==> src/core/sppd_map.svh <==
// Register offsets, field positions, reset values and timing for the stepper port drive.
`ifndef SPPD_MAP_SVH
`define SPPD_MAP_SVH
`define SPPD_A_CTRL 12'h000
`define SPPD_A_STEP 12'h004
`define SPPD_A_AUX 12'h008
`define SPPD_A_INMAP 12'h00C
`define SPPD_A_OUTMAP 12'h010
`define SPPD_A_PWORD 12'h014
`define SPPD_A_STATUS 12'h018
`define SPPD_A_PULSE 12'h01C
`define SPPD_A_SPDLY 12'h020
`define SPPD_A_INPUTS 12'h024
`define SPPD_A_SETUP 12'h028
`define SPPD_C_MODE 0
`define SPPD_C_ESTOP_SEL 1
`define SPPD_C_ESTOP_INV 4
`define SPPD_C_DIR_INV 8
`define SPPD_C_CTRL_RST 32'h0000_0001
`define SPPD_INMAP_RST 32'h0000_3210
`define SPPD_OUTMAP_RST 32'h0000_3210
`define SPPD_PWORD_RST 8'hFF
`define SPPD_PULSE_MIN_NS 10000
`define SPPD_MS_NS 1000000
`define SPPD_CLK_NS 10
`define SPPD_SETUP_RST 16'h0064
`endif

==> src/core/sppd_pkg.sv <==
// Types shared by the stepper port drive.
package sppd_pkg;
  typedef enum logic [1:0] {
    SPPD_IDLE,
    SPPD_SETUP,
    SPPD_PULSE
  } sppd_state_t;
endpackage

==> src/core/sppd_pulse_gen.sv <==
// One timed output pulse: setup wait, then a high pulse of programmed length.
`timescale 1ns/10ps
`include "sppd_map.svh"
module sppd_pulse_gen #(
  parameter int CW = 20
) (
  // Clock and reset.
  input wire logic clk,
  input wire logic srst,
  // Request and timing.
  input wire logic start,
  input wire logic [CW-1:0] setup_cycles,
  input wire logic [CW-1:0] pulse_cycles,
  // Outputs.
  output logic busy,
  output logic pulse_q
);
  sppd_pkg::sppd_state_t state_q, state_d;
  logic [CW-1:0] cnt_q, cnt_d;
  logic pulse_d;

  initial begin
    if (CW < 11) $error("sppd_pulse_gen: counter too narrow for minimum pulse");
  end

  // Setup phase keeps data stable before the edge; pulse phase holds the pulse.
  always_comb begin
    state_d = state_q;
    cnt_d = cnt_q;
    pulse_d = 1'b0;
    case (state_q)
      sppd_pkg::SPPD_IDLE: begin
        if (start) begin
          state_d = sppd_pkg::SPPD_SETUP;
          cnt_d = setup_cycles;
        end
      end
      sppd_pkg::SPPD_SETUP: begin
        if (cnt_q <= CW'(1)) begin
          state_d = sppd_pkg::SPPD_PULSE;
          cnt_d = pulse_cycles;
          pulse_d = 1'b1;
        end else begin
          cnt_d = cnt_q - CW'(1);
        end
      end
      sppd_pkg::SPPD_PULSE: begin
        if (cnt_q <= CW'(1)) begin
          state_d = sppd_pkg::SPPD_IDLE;
        end else begin
          cnt_d = cnt_q - CW'(1);
          pulse_d = 1'b1;
        end
      end
      default: state_d = sppd_pkg::SPPD_IDLE;
    endcase
  end

  // State register.
  always_ff @(posedge clk) begin
    if (srst) begin
      state_q <= sppd_pkg::SPPD_IDLE;
      cnt_q <= '0;
      pulse_q <= 1'b0;
    end else begin
      state_q <= state_d;
      cnt_q <= cnt_d;
      pulse_q <= pulse_d;
    end
  end

  assign busy = (state_q != sppd_pkg::SPPD_IDLE);
endmodule

==> src/core/sppd_top.sv <==
// Stepper drive over a parallel port: clock/direction and phase-current variants.
//
// Contract
// - Clock/direction mode gives four axes each a direction and step-clock output.
// - Aux outputs default to spindle, coolant, current reduction and job running.
// - Four assignable inputs default to X, Y, Z reference and probe; one spare.
// - Five inputs and four aux outputs are remappable, default mapping at reset; the aux remap acts in clock/direction mode only.
// - Phase-current word bits 1-2 hold phase A code: 11 off,01 20%,10 60%,00 full.
// - Bit 3 is phase A direction; bits 4-5 phase B code, same encoding.
// - Bit 6 is phase B direction; bits 7-8 select motor: 00 X, 10 Y, 01 Z.
// - Strobe pulses once word is stable; card latches data on that strobe.
// - Phase-current mode reads all references on one input; coolant and spindle aux.
// - An emergency-stop input, when unsafe, forces all outputs inactive.
// - Step pulses last at least 10 us, lengthenable by a setting.
// - A per-axis bit inverts the direction output polarity.
// - After spindle switch-on, motion waits a programmable delay in milliseconds; only step writes are held off, phase-word writes are not.
`timescale 1ns/10ps
`include "sppd_map.svh"
module sppd_top #(
  parameter int CW = 20,
  parameter int SPDLY_CYCLES_PER_MS = `SPPD_MS_NS / `SPPD_CLK_NS
) (
  // Clock and reset.
  input wire logic clk,
  input wire logic srst,
  // APB slave.
  input wire logic psel,
  input wire logic penable,
  input wire logic pwrite,
  input wire logic [11:0] paddr,
  input wire logic [31:0] pwdata,
  output logic [31:0] prdata,
  output logic pready,
  output logic pslverr,
  // Port data pins 2..9.
  output logic [7:0] port_data,
  // Port control pins 1, 14, 16, 17.
  output logic [3:0] port_aux,
  // Port input pins 10, 11, 12, 13, 15.
  input wire logic [4:0] port_in
);
  localparam int PULSE_MIN_CYC = (`SPPD_PULSE_MIN_NS + `SPPD_CLK_NS - 1) / `SPPD_CLK_NS;

  initial begin
    if (CW < 11 || CW > 31) $error("sppd_top: CW out of range");
    if (SPDLY_CYCLES_PER_MS < 1) $error("sppd_top: ms tick must be positive");
  end

  // Remap decode: pick the source selected by a 3-bit field.
  function automatic logic pick5(input logic [4:0] v, input logic [2:0] sel);
    pick5 = (sel < 3'h5) ? v[sel] : 1'b0;
  endfunction

  // Input synchroniser: three stages, change accepted when stages two and three agree.
  logic [4:0] in_s1_q, in_s2_q, in_s3_q, in_f_q, in_f_d;
  always_comb begin
    in_f_d = in_f_q;
    for (int i = 0; i < 5; i++) begin
      if (in_s2_q[i] == in_s3_q[i]) in_f_d[i] = in_s3_q[i];
    end
  end
  always_ff @(posedge clk) begin
    if (srst) begin
      in_s1_q <= '0;
      in_s2_q <= '0;
      in_s3_q <= '0;
      in_f_q <= '0;
    end else begin
      in_s1_q <= port_in;
      in_s2_q <= in_s1_q;
      in_s3_q <= in_s2_q;
      in_f_q <= in_f_d;
    end
  end

  // Register file.
  logic [31:0] ctrl_q, ctrl_d, inmap_q, inmap_d, outmap_q, outmap_d;
  logic [3:0] aux_q, aux_d;
  logic [7:0] pword_q, pword_d;
  logic [CW-1:0] pulse_q, pulse_d, setup_q, setup_d;
  logic [15:0] spdly_q, spdly_d;
  logic [3:0] step_req_q, step_req_d, step_dir_q, step_dir_d;
  logic strobe_req_q, strobe_req_d;
  logic [31:0] rdata_d;
  logic wr, rd, hit;
  logic [3:0] ax_busy;
  logic [3:0] ax_pulse;
  logic st_busy, st_pulse, estop, spin_wait;
  logic [3:0] in_func;

  assign wr = psel && penable && pwrite;
  assign rd = psel && penable && !pwrite;
  assign pready = 1'b1;
  assign hit = (paddr <= `SPPD_A_SETUP) && (paddr[1:0] == 2'b00);
  assign pslverr = psel && penable && !hit;

  // Emergency input chosen by ctrl; inactive level configurable.
  assign estop = pick5(in_f_q, ctrl_q[`SPPD_C_ESTOP_SEL +: 3]) ^ ctrl_q[`SPPD_C_ESTOP_INV];

  // Register writes and step/strobe request capture.
  always_comb begin
    ctrl_d = ctrl_q;
    inmap_d = inmap_q;
    outmap_d = outmap_q;
    aux_d = aux_q;
    pword_d = pword_q;
    pulse_d = pulse_q;
    setup_d = setup_q;
    spdly_d = spdly_q;
    step_dir_d = step_dir_q;
    strobe_req_d = strobe_req_q && st_busy;
    step_req_d = step_req_q & ~(ax_busy & ~ax_pulse);
    for (int a = 0; a < 4; a++) begin
      if (ax_busy[a]) step_req_d[a] = 1'b0;
    end
    if (wr && hit) begin
      case (paddr)
        `SPPD_A_CTRL: ctrl_d = pwdata;
        `SPPD_A_INMAP: inmap_d = pwdata;
        `SPPD_A_OUTMAP: outmap_d = pwdata;
        `SPPD_A_AUX: aux_d = pwdata[3:0];
        `SPPD_A_PULSE: pulse_d = (pwdata[CW-1:0] < CW'(PULSE_MIN_CYC)) ?
                                 CW'(PULSE_MIN_CYC) : pwdata[CW-1:0];
        `SPPD_A_SETUP: setup_d = (pwdata[CW-1:0] == '0) ? CW'(1) : pwdata[CW-1:0];
        `SPPD_A_SPDLY: spdly_d = pwdata[15:0];
        `SPPD_A_PWORD: begin
          if (!st_busy && !estop) begin
            pword_d = pwdata[7:0];
            strobe_req_d = ctrl_q[`SPPD_C_MODE];
          end
        end
        `SPPD_A_STEP: begin
          for (int a = 0; a < 4; a++) begin
            if (pwdata[a] && !ax_busy[a] && !estop && !spin_wait) begin
              step_req_d[a] = 1'b1;
              step_dir_d[a] = pwdata[4 + a];
            end
          end
        end
        default: ;
      endcase
    end
  end
  always_ff @(posedge clk) begin
    if (srst) begin
      ctrl_q <= `SPPD_C_CTRL_RST;
      inmap_q <= `SPPD_INMAP_RST;
      outmap_q <= `SPPD_OUTMAP_RST;
      aux_q <= '0;
      pword_q <= `SPPD_PWORD_RST;
      pulse_q <= CW'(PULSE_MIN_CYC);
      setup_q <= CW'(`SPPD_SETUP_RST);
      spdly_q <= '0;
      step_dir_q <= '0;
      step_req_q <= '0;
      strobe_req_q <= 1'b0;
    end else begin
      ctrl_q <= ctrl_d;
      inmap_q <= inmap_d;
      outmap_q <= outmap_d;
      aux_q <= aux_d;
      pword_q <= pword_d;
      pulse_q <= pulse_d;
      setup_q <= setup_d;
      spdly_q <= spdly_d;
      step_dir_q <= step_dir_d;
      step_req_q <= step_req_d;
      strobe_req_q <= strobe_req_d;
    end
  end

  // Spindle start delay: counts down ms after aux function 0 (spindle) turns on.
  logic spin_prev_q, spin_prev_d;
  logic [15:0] ms_left_q, ms_left_d;
  logic [CW-1:0] tick_q, tick_d;
  assign spin_wait = (ms_left_q != '0);
  always_comb begin
    spin_prev_d = aux_q[0];
    ms_left_d = ms_left_q;
    tick_d = tick_q;
    if (aux_q[0] && !spin_prev_q) begin
      ms_left_d = spdly_q;
      tick_d = CW'(SPDLY_CYCLES_PER_MS - 1);
    end else if (spin_wait) begin
      if (tick_q == '0) begin
        ms_left_d = ms_left_q - 16'h0001;
        tick_d = CW'(SPDLY_CYCLES_PER_MS - 1);
      end else begin
        tick_d = tick_q - CW'(1);
      end
    end
  end
  always_ff @(posedge clk) begin
    if (srst) begin
      spin_prev_q <= 1'b0;
      ms_left_q <= '0;
      tick_q <= '0;
    end else begin
      spin_prev_q <= spin_prev_d;
      ms_left_q <= ms_left_d;
      tick_q <= tick_d;
    end
  end

  // Four step pulse generators and the strobe generator.
  genvar g;
  generate
    for (g = 0; g < 4; g++) begin : g_axis
      sppd_pulse_gen #(.CW(CW)) u_step (
        .clk(clk),
        .srst(srst),
        .start(step_req_q[g] && !ctrl_q[`SPPD_C_MODE]),
        .setup_cycles(setup_q),
        .pulse_cycles(pulse_q),
        .busy(ax_busy[g]),
        .pulse_q(ax_pulse[g])
      );
    end
  endgenerate
  sppd_pulse_gen #(.CW(CW)) u_strobe (
    .clk(clk),
    .srst(srst),
    .start(strobe_req_q && !st_busy),
    .setup_cycles(setup_q),
    .pulse_cycles(pulse_q),
    .busy(st_busy),
    .pulse_q(st_pulse)
  );

  // Input function decode: ref X, ref Y, ref Z, probe from remap fields, refs from input 1 in phase-current mode.
  always_comb begin
    for (int f = 0; f < 4; f++) begin
      in_func[f] = pick5(in_f_q, inmap_q[4*f +: 3]);
    end
    if (ctrl_q[`SPPD_C_MODE]) in_func[2:0] = {3{in_f_q[1]}};
  end

  // Pin drive; direction inversion applied before the pin, all off on emergency.
  logic [7:0] data_d, data_q;
  logic [3:0] auxo_d, auxo_q;
  logic [3:0] dir_pin;
  always_comb begin
    dir_pin = step_dir_q ^ ctrl_q[`SPPD_C_DIR_INV +: 4];
    data_d = '0;
    auxo_d = '0;
    if (ctrl_q[`SPPD_C_MODE]) begin
      data_d = pword_q;
      auxo_d = {1'b0, aux_q[0], aux_q[1], st_pulse};
    end else begin
      for (int a = 0; a < 4; a++) begin
        data_d[2*a] = dir_pin[a];
        data_d[2*a+1] = ax_pulse[a];
      end
      for (int o = 0; o < 4; o++) begin
        auxo_d[o] = aux_q[outmap_q[4*o +: 2]];
      end
    end
    if (estop) begin
      data_d = '0;
      auxo_d = '0;
    end
  end
  always_ff @(posedge clk) begin
    if (srst) begin
      data_q <= '0;
      auxo_q <= '0;
    end else begin
      data_q <= data_d;
      auxo_q <= auxo_d;
    end
  end
  assign port_data = data_q;
  assign port_aux = auxo_q;

  // Read mux.
  always_comb begin
    case (paddr)
      `SPPD_A_CTRL: rdata_d = ctrl_q;
      `SPPD_A_STEP: rdata_d = {24'h000000, step_dir_q, ax_busy};
      `SPPD_A_AUX: rdata_d = {28'h0000000, aux_q};
      `SPPD_A_INMAP: rdata_d = inmap_q;
      `SPPD_A_OUTMAP: rdata_d = outmap_q;
      `SPPD_A_PWORD: rdata_d = {24'h000000, pword_q};
      `SPPD_A_STATUS: rdata_d = {26'h0, spin_wait, estop, st_busy, 1'b0, |ax_busy, 1'b0};
      `SPPD_A_PULSE: rdata_d = 32'(pulse_q);
      `SPPD_A_SPDLY: rdata_d = {16'h0000, spdly_q};
      `SPPD_A_INPUTS: rdata_d = {23'h0, in_func, in_f_q};
      `SPPD_A_SETUP: rdata_d = 32'(setup_q);
      default: rdata_d = 32'h00000000;
    endcase
  end
  assign prdata = rd ? rdata_d : 32'h00000000;

  // Length of the running axis 0 pulse, so the width check sees the pin, not the setting.
  logic [CW-1:0] run0_q, run0_d;
  always_comb begin
    run0_d = ax_pulse[0] ? run0_q + CW'(1) : '0;
  end
  always_ff @(posedge clk) begin
    if (srst) begin
      run0_q <= '0;
    end else begin
      run0_q <= run0_d;
    end
  end

  // Strobe only follows a settled word.
  chk_strobe_stable: assert property (@(posedge clk) disable iff (srst)
    $rose(port_aux[0]) && ctrl_q[0] |-> $stable(port_data)) else $error("strobe with moving data");
  chk_estop_off: assert property (@(posedge clk) disable iff (srst)
    estop |=> (port_data == 8'h00 && port_aux == 4'h0)) else $error("outputs live in estop");
  chk_pulse_min: assert property (@(posedge clk) disable iff (srst)
    $fell(ax_pulse[0]) |-> run0_q >= CW'(PULSE_MIN_CYC)) else $error("short step");
  chk_spin_block: assert property (@(posedge clk) disable iff (srst)
    spin_wait |=> !$rose(step_req_q[0])) else $error("step during spindle delay");
  chk_dir_inv: assert property (@(posedge clk) disable iff (srst)
    !ctrl_q[0] && !estop |=> port_data[0] == $past(dir_pin[0])) else $error("dir pin wrong");
  chk_word_out: assert property (@(posedge clk) disable iff (srst)
    ctrl_q[0] && !estop |=> port_data == $past(pword_q)) else $error("word not on pins");
  chk_strobe_once: assert property (@(posedge clk) disable iff (srst)
    $rose(st_pulse) |-> ##1 st_pulse [*1] ##0 $past(st_busy)) else $error("strobe idle");
  chk_ref_shared: assert property (@(posedge clk) disable iff (srst)
    ctrl_q[0] |-> in_func[2:0] == {3{in_f_q[1]}}) else $error("shared ref");
endmodule

==> config.mk <==
export PLATFORM = sky130hd
export DESIGN_NAME = sppd_top
export DESIGN_NICKNAME = d
export VERILOG_FILES = /design/src/core/sppd_pkg.sv /design/src/core/sppd_pulse_gen.sv /design/src/core/sppd_top.sv
export VERILOG_INCLUDE_DIRS = /design/src /design/src/core
export SDC_FILE = /design/constraint.sdc
export NUM_CORES = 1
export LEC_CHECK = 0
export BUFFER_PORTS_ARGS = -buffer_cell sky130_fd_sc_hd__buf_2
export CAP_MARGIN = 5
export CELL_PAD_IN_SITES_DETAIL_PLACEMENT = 1
export CELL_PAD_IN_SITES_GLOBAL_PLACEMENT = 2
export CORE_MARGIN = 4
export CORE_UTILIZATION = 38
export CTS_BUF_LIST = sky130_fd_sc_hd__clkbuf_4 sky130_fd_sc_hd__clkbuf_8
export CTS_CLUSTER_DIAMETER = 60
export DETAILED_ROUTE_END_ITERATION = 16
export PLACE_DENSITY = 0.88
export SLEW_MARGIN = 30
export SYNTH_ARGS = -nofsm -noshare
export SYNTH_HDL_FRONTEND = slang
export SYNTH_SLANG_ARGS = --single-unit
==> constraint.sdc <==
create_clock -name clk -period 3.45 [get_ports clk]
set_clock_uncertainty 0.05 [all_clocks]
set_input_delay 0.69 -clock clk [delete_from_list [all_inputs] [get_ports clk]]
set_output_delay 0.69 -clock clk [all_outputs]
set_load 0.005 [all_outputs]
==> impl_metrics.py, run 1 <==
metrics = {
    "global_routing": {
        "antenna_found_initial": 9,
        "grt_pass1_vias": 21700,
        "grt_max_degree": 85,
        "groute.usage.overall": 0.301,
        "overflow": 0,
        "grt_pass1_wl_um": 134000,
    },
    "detailed_routing": {
        "vias": 21500,
        "drt_iter0_markers": 2127,
        "drt_first_pass_iters": 6,
        "via_per_inst": 6.19,
        "wl_per_cell_um": 25.5,
        "drcViolationCount": 0,
        "routed_wl_um": 88600,
        "ant_nets": 0,
    },
    "critical_path": {
        "reg2reg_from": "g_axis[0].u_step.cnt_q[7]",
        "crit_fanout": 6,
        "crit_path_end_kind": "output pin",
        "ff2ff_path_depth": 6,
        "required_ns": 2.71,
        "critPathLaunchType": "input pin",
        "rrSetupSlack_ns": 0.49,
        "worstSetupEndpoint": "prdata[2]",
        "r2r_end": "g_axis[0].u_step.cnt_q[5]",
        "critPathKind": "in2out",
        "setup.worst_path.start": "paddr[1]",
        "arrival_ns": 2.65,
    },
    "logic_synthesis": {
        "synth_top_area_frac": 0.355,
        "synth.avg_cell_area_um2": 7.72,
        "synth_edf_count": 0,
        "synthArstFlopShare": 0,
        "synth_nets": 2696,
        "syn_inst": 2606,
        "synth.largest_area_cell": "dfxtp_1",
        "ys_types": 82,
        "seq_area_frac_synth": 0.355,
        "synth_ff_type": "dfxtp_1",
        "ys_seq_elements": 357,
        "yosys_warnings": 0,
        "syn_area_um2": 20100,
        "synth_area_leaders": "dfxtp_1 36%, nand2_1 8.8%, a21oi_1 6.3%",
    },
    "final_layout": {
        "finalCoreUtilization": 0.450,
        "design_area_um2": 23600,
        "drive_above_1_share": 0.175,
        "stdcell_count": 3477,
        "fill_cells": 6365,
        "multi_input_area_um2": 12100,
        "seqCellArea_um2": 7150,
        "final_net_count": 2826,
        "area_growth_pct": 17.4,
    },
    "placed_design": {
        "hpwlAfterDp_um": 60900,
        "dpl_worst_slack_ns": -0.174,
        "port_buffers": 98,
        "placedCellCount": 3347,
        "place_area_um2": 22000,
        "place.gp.congestion": 0.959,
    },
    "sta": {
        "fin_crit_sh": 0.982,
        "setup_viol": 0,
        "period_minus_slack_ns": 3.39,
        "worst_slew_pin_slew_ns": 0.998,
        "worst_slack_ns": 0.0618,
        "fmax_mhz": 295,
        "slew_viol_final": 0,
        "finalHoldViolations": 0,
        "maxSlewHeadroom": 0.334,
    },
    "power_and_ir_drop": {
        "ir_worst_vdd_mv": 0.366,
        "power.leakage_nw": 8.65,
        "p_per_area_nw_per_um2": 714,
    },
    "clocking": {
        "clk_pin_slew_ns": 0.05,
        "cts_tree": "built",
        "h-tree-depth": 3,
        "ctsHoldBuffers": 0,
        "clockBufferDepth": 3,
        "clock-root-buffer": "clkbuf_8",
        "clock_latency_ns": 0.66,
        "numCtsBuffers": 68,
        "cts.sinks": 357,
    },
    "outcome": {
        "status": "completed",
    },
    "hold_path": {
        "min_path_type": "in2reg",
    },
    "floorplan": {
        "die_height_um": 238,
        "io_pins": 100,
        "initial_core_util": 0.383,
        "die_w_um": 238,
        "rows": 84,
        "die_area_um2": 56700,
        "coreArea_um2": 52400,
    },
    "flow_run": {
        "maxCapViolations": 0,
    },
}
[flip-flops by register name (all words and copies together), names as in the netlist, 5 cells and up]
signal,count
g_axis.u_step.cnt_q,80
ctrl_q,32
inmap_q,32
outmap_q,32
pulse_q,20
setup_q,20
tick_q,20
u_strobe.cnt_q,20
ms_left_q,16
spdly_q,16
g_axis.u_step.state_q,8
port_data,8
pword_q,8
in_f_q,5
in_s1_q,5
in_s2_q,5
in_s3_q,5
[cell type report]
class	count	share of cell area
multi-input combinational	1991	0.512
clock buffer	104	0.0556
tap	688	0.0365
inverter	60	0.00954
sequential	357	0.303
timing repair buffer	258	0.0770
clock inverter	13	0.00573
antenna	6	0.000636
[worst min-delay path by stage]
stage / slack [ns] / start / depth (start not counted) / to
global route: 0.20 / port_in[0] / 2 / in_s1_q[0]
global placement: 0.37 / in_s1_q[0] / 1 / in_s2_q[0]
finish: 0.21 / port_in[0] / 2 / in_s1_q[0]
detailed placement: 0.38 / in_s1_q[3] / 1 / in_s2_q[3]
CTS: 0.15 / port_in[4] / 2 / in_s1_q[4]
floorplan: 0.36 / in_s1_q[0] / 1 / in_s2_q[0]
[timing repair]
action | in CTS | in global routing
cloned | 0 | 2
pin swaps | 0 | 4
buffers inserted | 0 | 5
setup endpoints to repair | 27 | 28
gates resized for setup | 16 | 12
[cell usage after synthesis (28+ instances only)]
cell type  instances
nand2_1          470
dfxtp_1          357
a21oi_1          252
o21ai_0          192
clkbuf_1         177
nor2_1           163
nand3_1           78
inv_1             59
nor3_1            58
xnor2_1           58
xor2_1            58
a221oi_1          42
nor4_1            40
mux2i_1           38
ha_1              36
mux2_2            35
or4_1             29
a22oi_1           28
[layout by cell type (no fill, tap or decap), drive strengths merged, types with 8 or more instances in the layout]
cell,n
o21ai,198
o21a,10
nor4,43
o22ai,10
a31oi,26
clkbuf,106
a222oi,23
dfxtp,357
nor3b,11
buf,256
mux2i,38
nor3,61
a21boi,8
mux4,8
a211oi,13
ha,36
nand4,24
xnor2,58
and3,14
a21oi,253
or3,22
and2,9
inv,62
mux2,40
nand2b,22
nor2b,25
xor2,58
nor2,163
o31ai,8
o41ai,17
or4,33
nand2,470
nand3,78
o211ai,18
a221oi,47
a22oi,28
a32oi,12
[layer usage]
metal  part of all wire  track usage  vias up
met5            0.00049            0        -
met1               0.43        0.408    10800
met4              0.041        0.133        6
met3              0.084       0.0596      201
met2               0.45        0.469      849
li1                   -            -     9671
[per-stage QoR]
| stage | hold slack [ns] | setup TNS [ns] | power [mW] |
|---|---|---|---|
| after floorplan | 0.364 | 0 | 10.1 |
| after global placement | 0.367 | -1.22 | 11.9 |
| after detailed placement | 0.383 | -1.48 | 12.1 |
| after CTS | 0.153 | 0 | 16.8 |
| after global routing | 0.203 | -0.0340 | 17.8 |
| final | 0.209 | 0 | 16.9 |
[critical path, cell delays in order]
cell and delay (ns):
buf_2 0.12, or4_4 0.60, nor2_1 0.19, and3_2 0.29
buf_4 0.17, a222oi_1 0.10, a31oi_1 0.30, buf_2 0.17
[cells by family after synthesis]
logic type | synth area share
buf+inv | 0.0502
compound gates | 0.234
other cells | 0.000186
flops | 0.355
fa+ha+maj | 0.0224
simple gates | 0.236
xor+xnor | 0.0505
mux | 0.0512
[where the power goes]
part           total, mW  leakage (nW)  internal, mW  switching, mW
clock network       4.56         0.764          2.58           1.98
logic               7.60          5.00          2.90           4.70
registers           4.70          2.89          4.40          0.297
total               16.9          8.65          9.88           6.97
(Power assumes the default switching activity.)
==> run 2: changes to the inputs <==
Settings changed: CTS_BUF_LIST sky130_fd_sc_hd__clkbuf_4 sky130_fd_sc_hd__clkbuf_8 to sky130_fd_sc_hd__clkbuf_8, TNS_END_PERCENT set to 50.
==> impl_metrics.py, run 2 (synthesized netlist as in run 1, its figures left out) <==
metrics = {
    "global_routing": {
        "grt_pass1_vias": 21700,
        "grt_pass1_wl_um": 134000,
        "antenna_found_initial": 8,
        "grt_max_degree": 85,
        "overflow": 0,
        "groute.usage.overall": 0.300,
    },
    "critical_path": {
        "crit_path_end_kind": "output pin",
        "critPathKind": "in2out",
        "required_ns": 2.71,
        "critPathLaunchType": "input pin",
        "arrival_ns": 2.65,
        "ff2ff_path_depth": 6,
        "crit_fanout": 6,
    },
    "sta": {
        "slew_viol_final": 0,
        "maxSlewHeadroom": 0.306,
        "worst_slew_pin_slew_ns": 1.04,
        "worst_slack_ns": 0.0581,
        "period_minus_slack_ns": 3.39,
        "fmax_mhz": 295,
        "grt_setup_unrepaired": "yes",
        "setup_viol": 0,
        "fin_crit_sh": 0.983,
        "finalHoldViolations": 0,
    },
    "detailed_routing": {
        "vias": 21500,
        "route.met2.wl_um": 39500,
        "wl_per_cell_um": 25.4,
        "drt_iter0_markers": 2233,
        "routed_wl_um": 88300,
        "met3_length_um": 7280,
        "ant_nets": 0,
        "dr.max_layer_used": "met5",
        "via_per_inst": 6.20,
        "wl_met1_um": 37900,
        "drcViolationCount": 0,
        "drt_first_pass_iters": 7,
    },
    "placed_design": {
        "place_area_um2": 22000,
        "place.gp.congestion": 0.959,
        "dpl_worst_slack_ns": -0.174,
        "placedCellCount": 3347,
        "hpwlAfterDp_um": 60900,
        "port_buffers": 98,
    },
    "final_layout": {
        "mostFrequentLayoutCell": "nand2_1",
        "final_net_count": 2824,
        "stdcell_count": 3471,
        "finalCoreUtilization": 0.448,
        "final_cell_mix": "469 x nand2_1, 356 x dfxtp_1, 249 x a21oi_1",
        "regMostFlops": "g_axis.u_step.cnt_q",
        "drive_above_1_share": 0.168,
        "area_growth_pct": 16.8,
        "design_area_um2": 23500,
        "largest_reg_flops": 80,
    },
    "floorplan": {
        "initial_core_util": 0.383,
        "coreArea_um2": 52400,
        "die_area_um2": 56700,
        "rows": 84,
        "die_height_um": 238,
        "die_w_um": 238,
        "io_pins": 100,
    },
    "power_and_ir_drop": {
        "finalPower_mw": 16.6,
        "ir_worst_vdd_mv": 0.365,
        "p_per_area_nw_per_um2": 707,
        "power.leakage_nw": 8.65,
    },
    "clocking": {
        "cts.sinks": 357,
        "numCtsBuffers": 68,
        "clk_pin_slew_ns": 0.06,
        "cts_tree": "built",
        "clock_latency_ns": 0.66,
        "clock-root-buffer": "clkbuf_8",
        "h-tree-depth": 3,
        "ctsHoldBuffers": 0,
        "clockBufferDepth": 3,
    },
    "hold_path": {
        "holdPathStages": 2,
        "min_path_type": "in2reg",
    },
    "outcome": {
        "status": "completed",
    },
    "flow_run": {
        "maxCapViolations": 0,
    },
}
-- run 2: cell count changes in the layout (fill, tap and decap cells not counted) --
cell	change
buf_12	-1
inv_1	+18
inv_2	+1
diode_2	-4
buf_4	-1
clkbuf_4	-19
-- run 2: worst max-delay path: stages --
cell,delay (ns)
buf_2,0.12
or4_4,0.60
nor2_1,0.19
and3_2,0.29
buf_4,0.17
a222oi_1,0.11
a31oi_1,0.30
buf_2,0.17
-- run 2: path summary, 6_finish.rpt --
check / from / endpoint / slack [ns]
worst min-delay path: port_in[0] / in_s1_q[0] / 0.21
worst min register to register: in_s1_q[2] / in_s2_q[2] / 0.39
worst max register to register: g_axis[0].u_step.cnt_q[7] / g_axis[0].u_step.cnt_q[5] / 0.49
worst max-delay path: paddr[1] / prdata[2] / 0.06
-- run 2: metrics by stage --
step	hold slack (ns)	TNS, ns
after global placement	0.367	-1.22
after detailed placement	0.383	-1.48
final	0.206	0
after CTS	0.154	0
after floorplan	0.364	0
after global routing	0.203	-0.0381
-- run 2: final cells by class --
type / count / area (um^2)
multi-input combinational: 1991 / 12100
inverter: 60 / 225
tap: 688 / 861
antenna: 2 / 5.00
sequential: 357 / 7150
clock buffer: 85 / 1170
fill: 6389 / 29000
clock inverter: 32 / 206
timing repair buffer: 256 / 1790
-- run 2: timing repair --
| action | in CTS | in global routing |
|---|---|---|
| resized for setup | 16 | 13 |
| setup buffers | 0 | 3 |
| pin swaps | 0 | 5 |
| endpoints found under the setup margin | 27 | 28 |
| gates cloned | 0 | 2 |
-- run 2: layer usage --
layer  up-vias  GRT usage
li1       9644          -
met1     10800      0.407
met2       866      0.470
met3       188     0.0574
met4         4      0.127
met5         -          0
-- run 2: report_power, final --
part	switching (mW)	total, mW	internal (mW)
clock	1.98	4.35	2.37
sequential	0.296	4.70	4.40
combinational	4.68	7.56	2.88
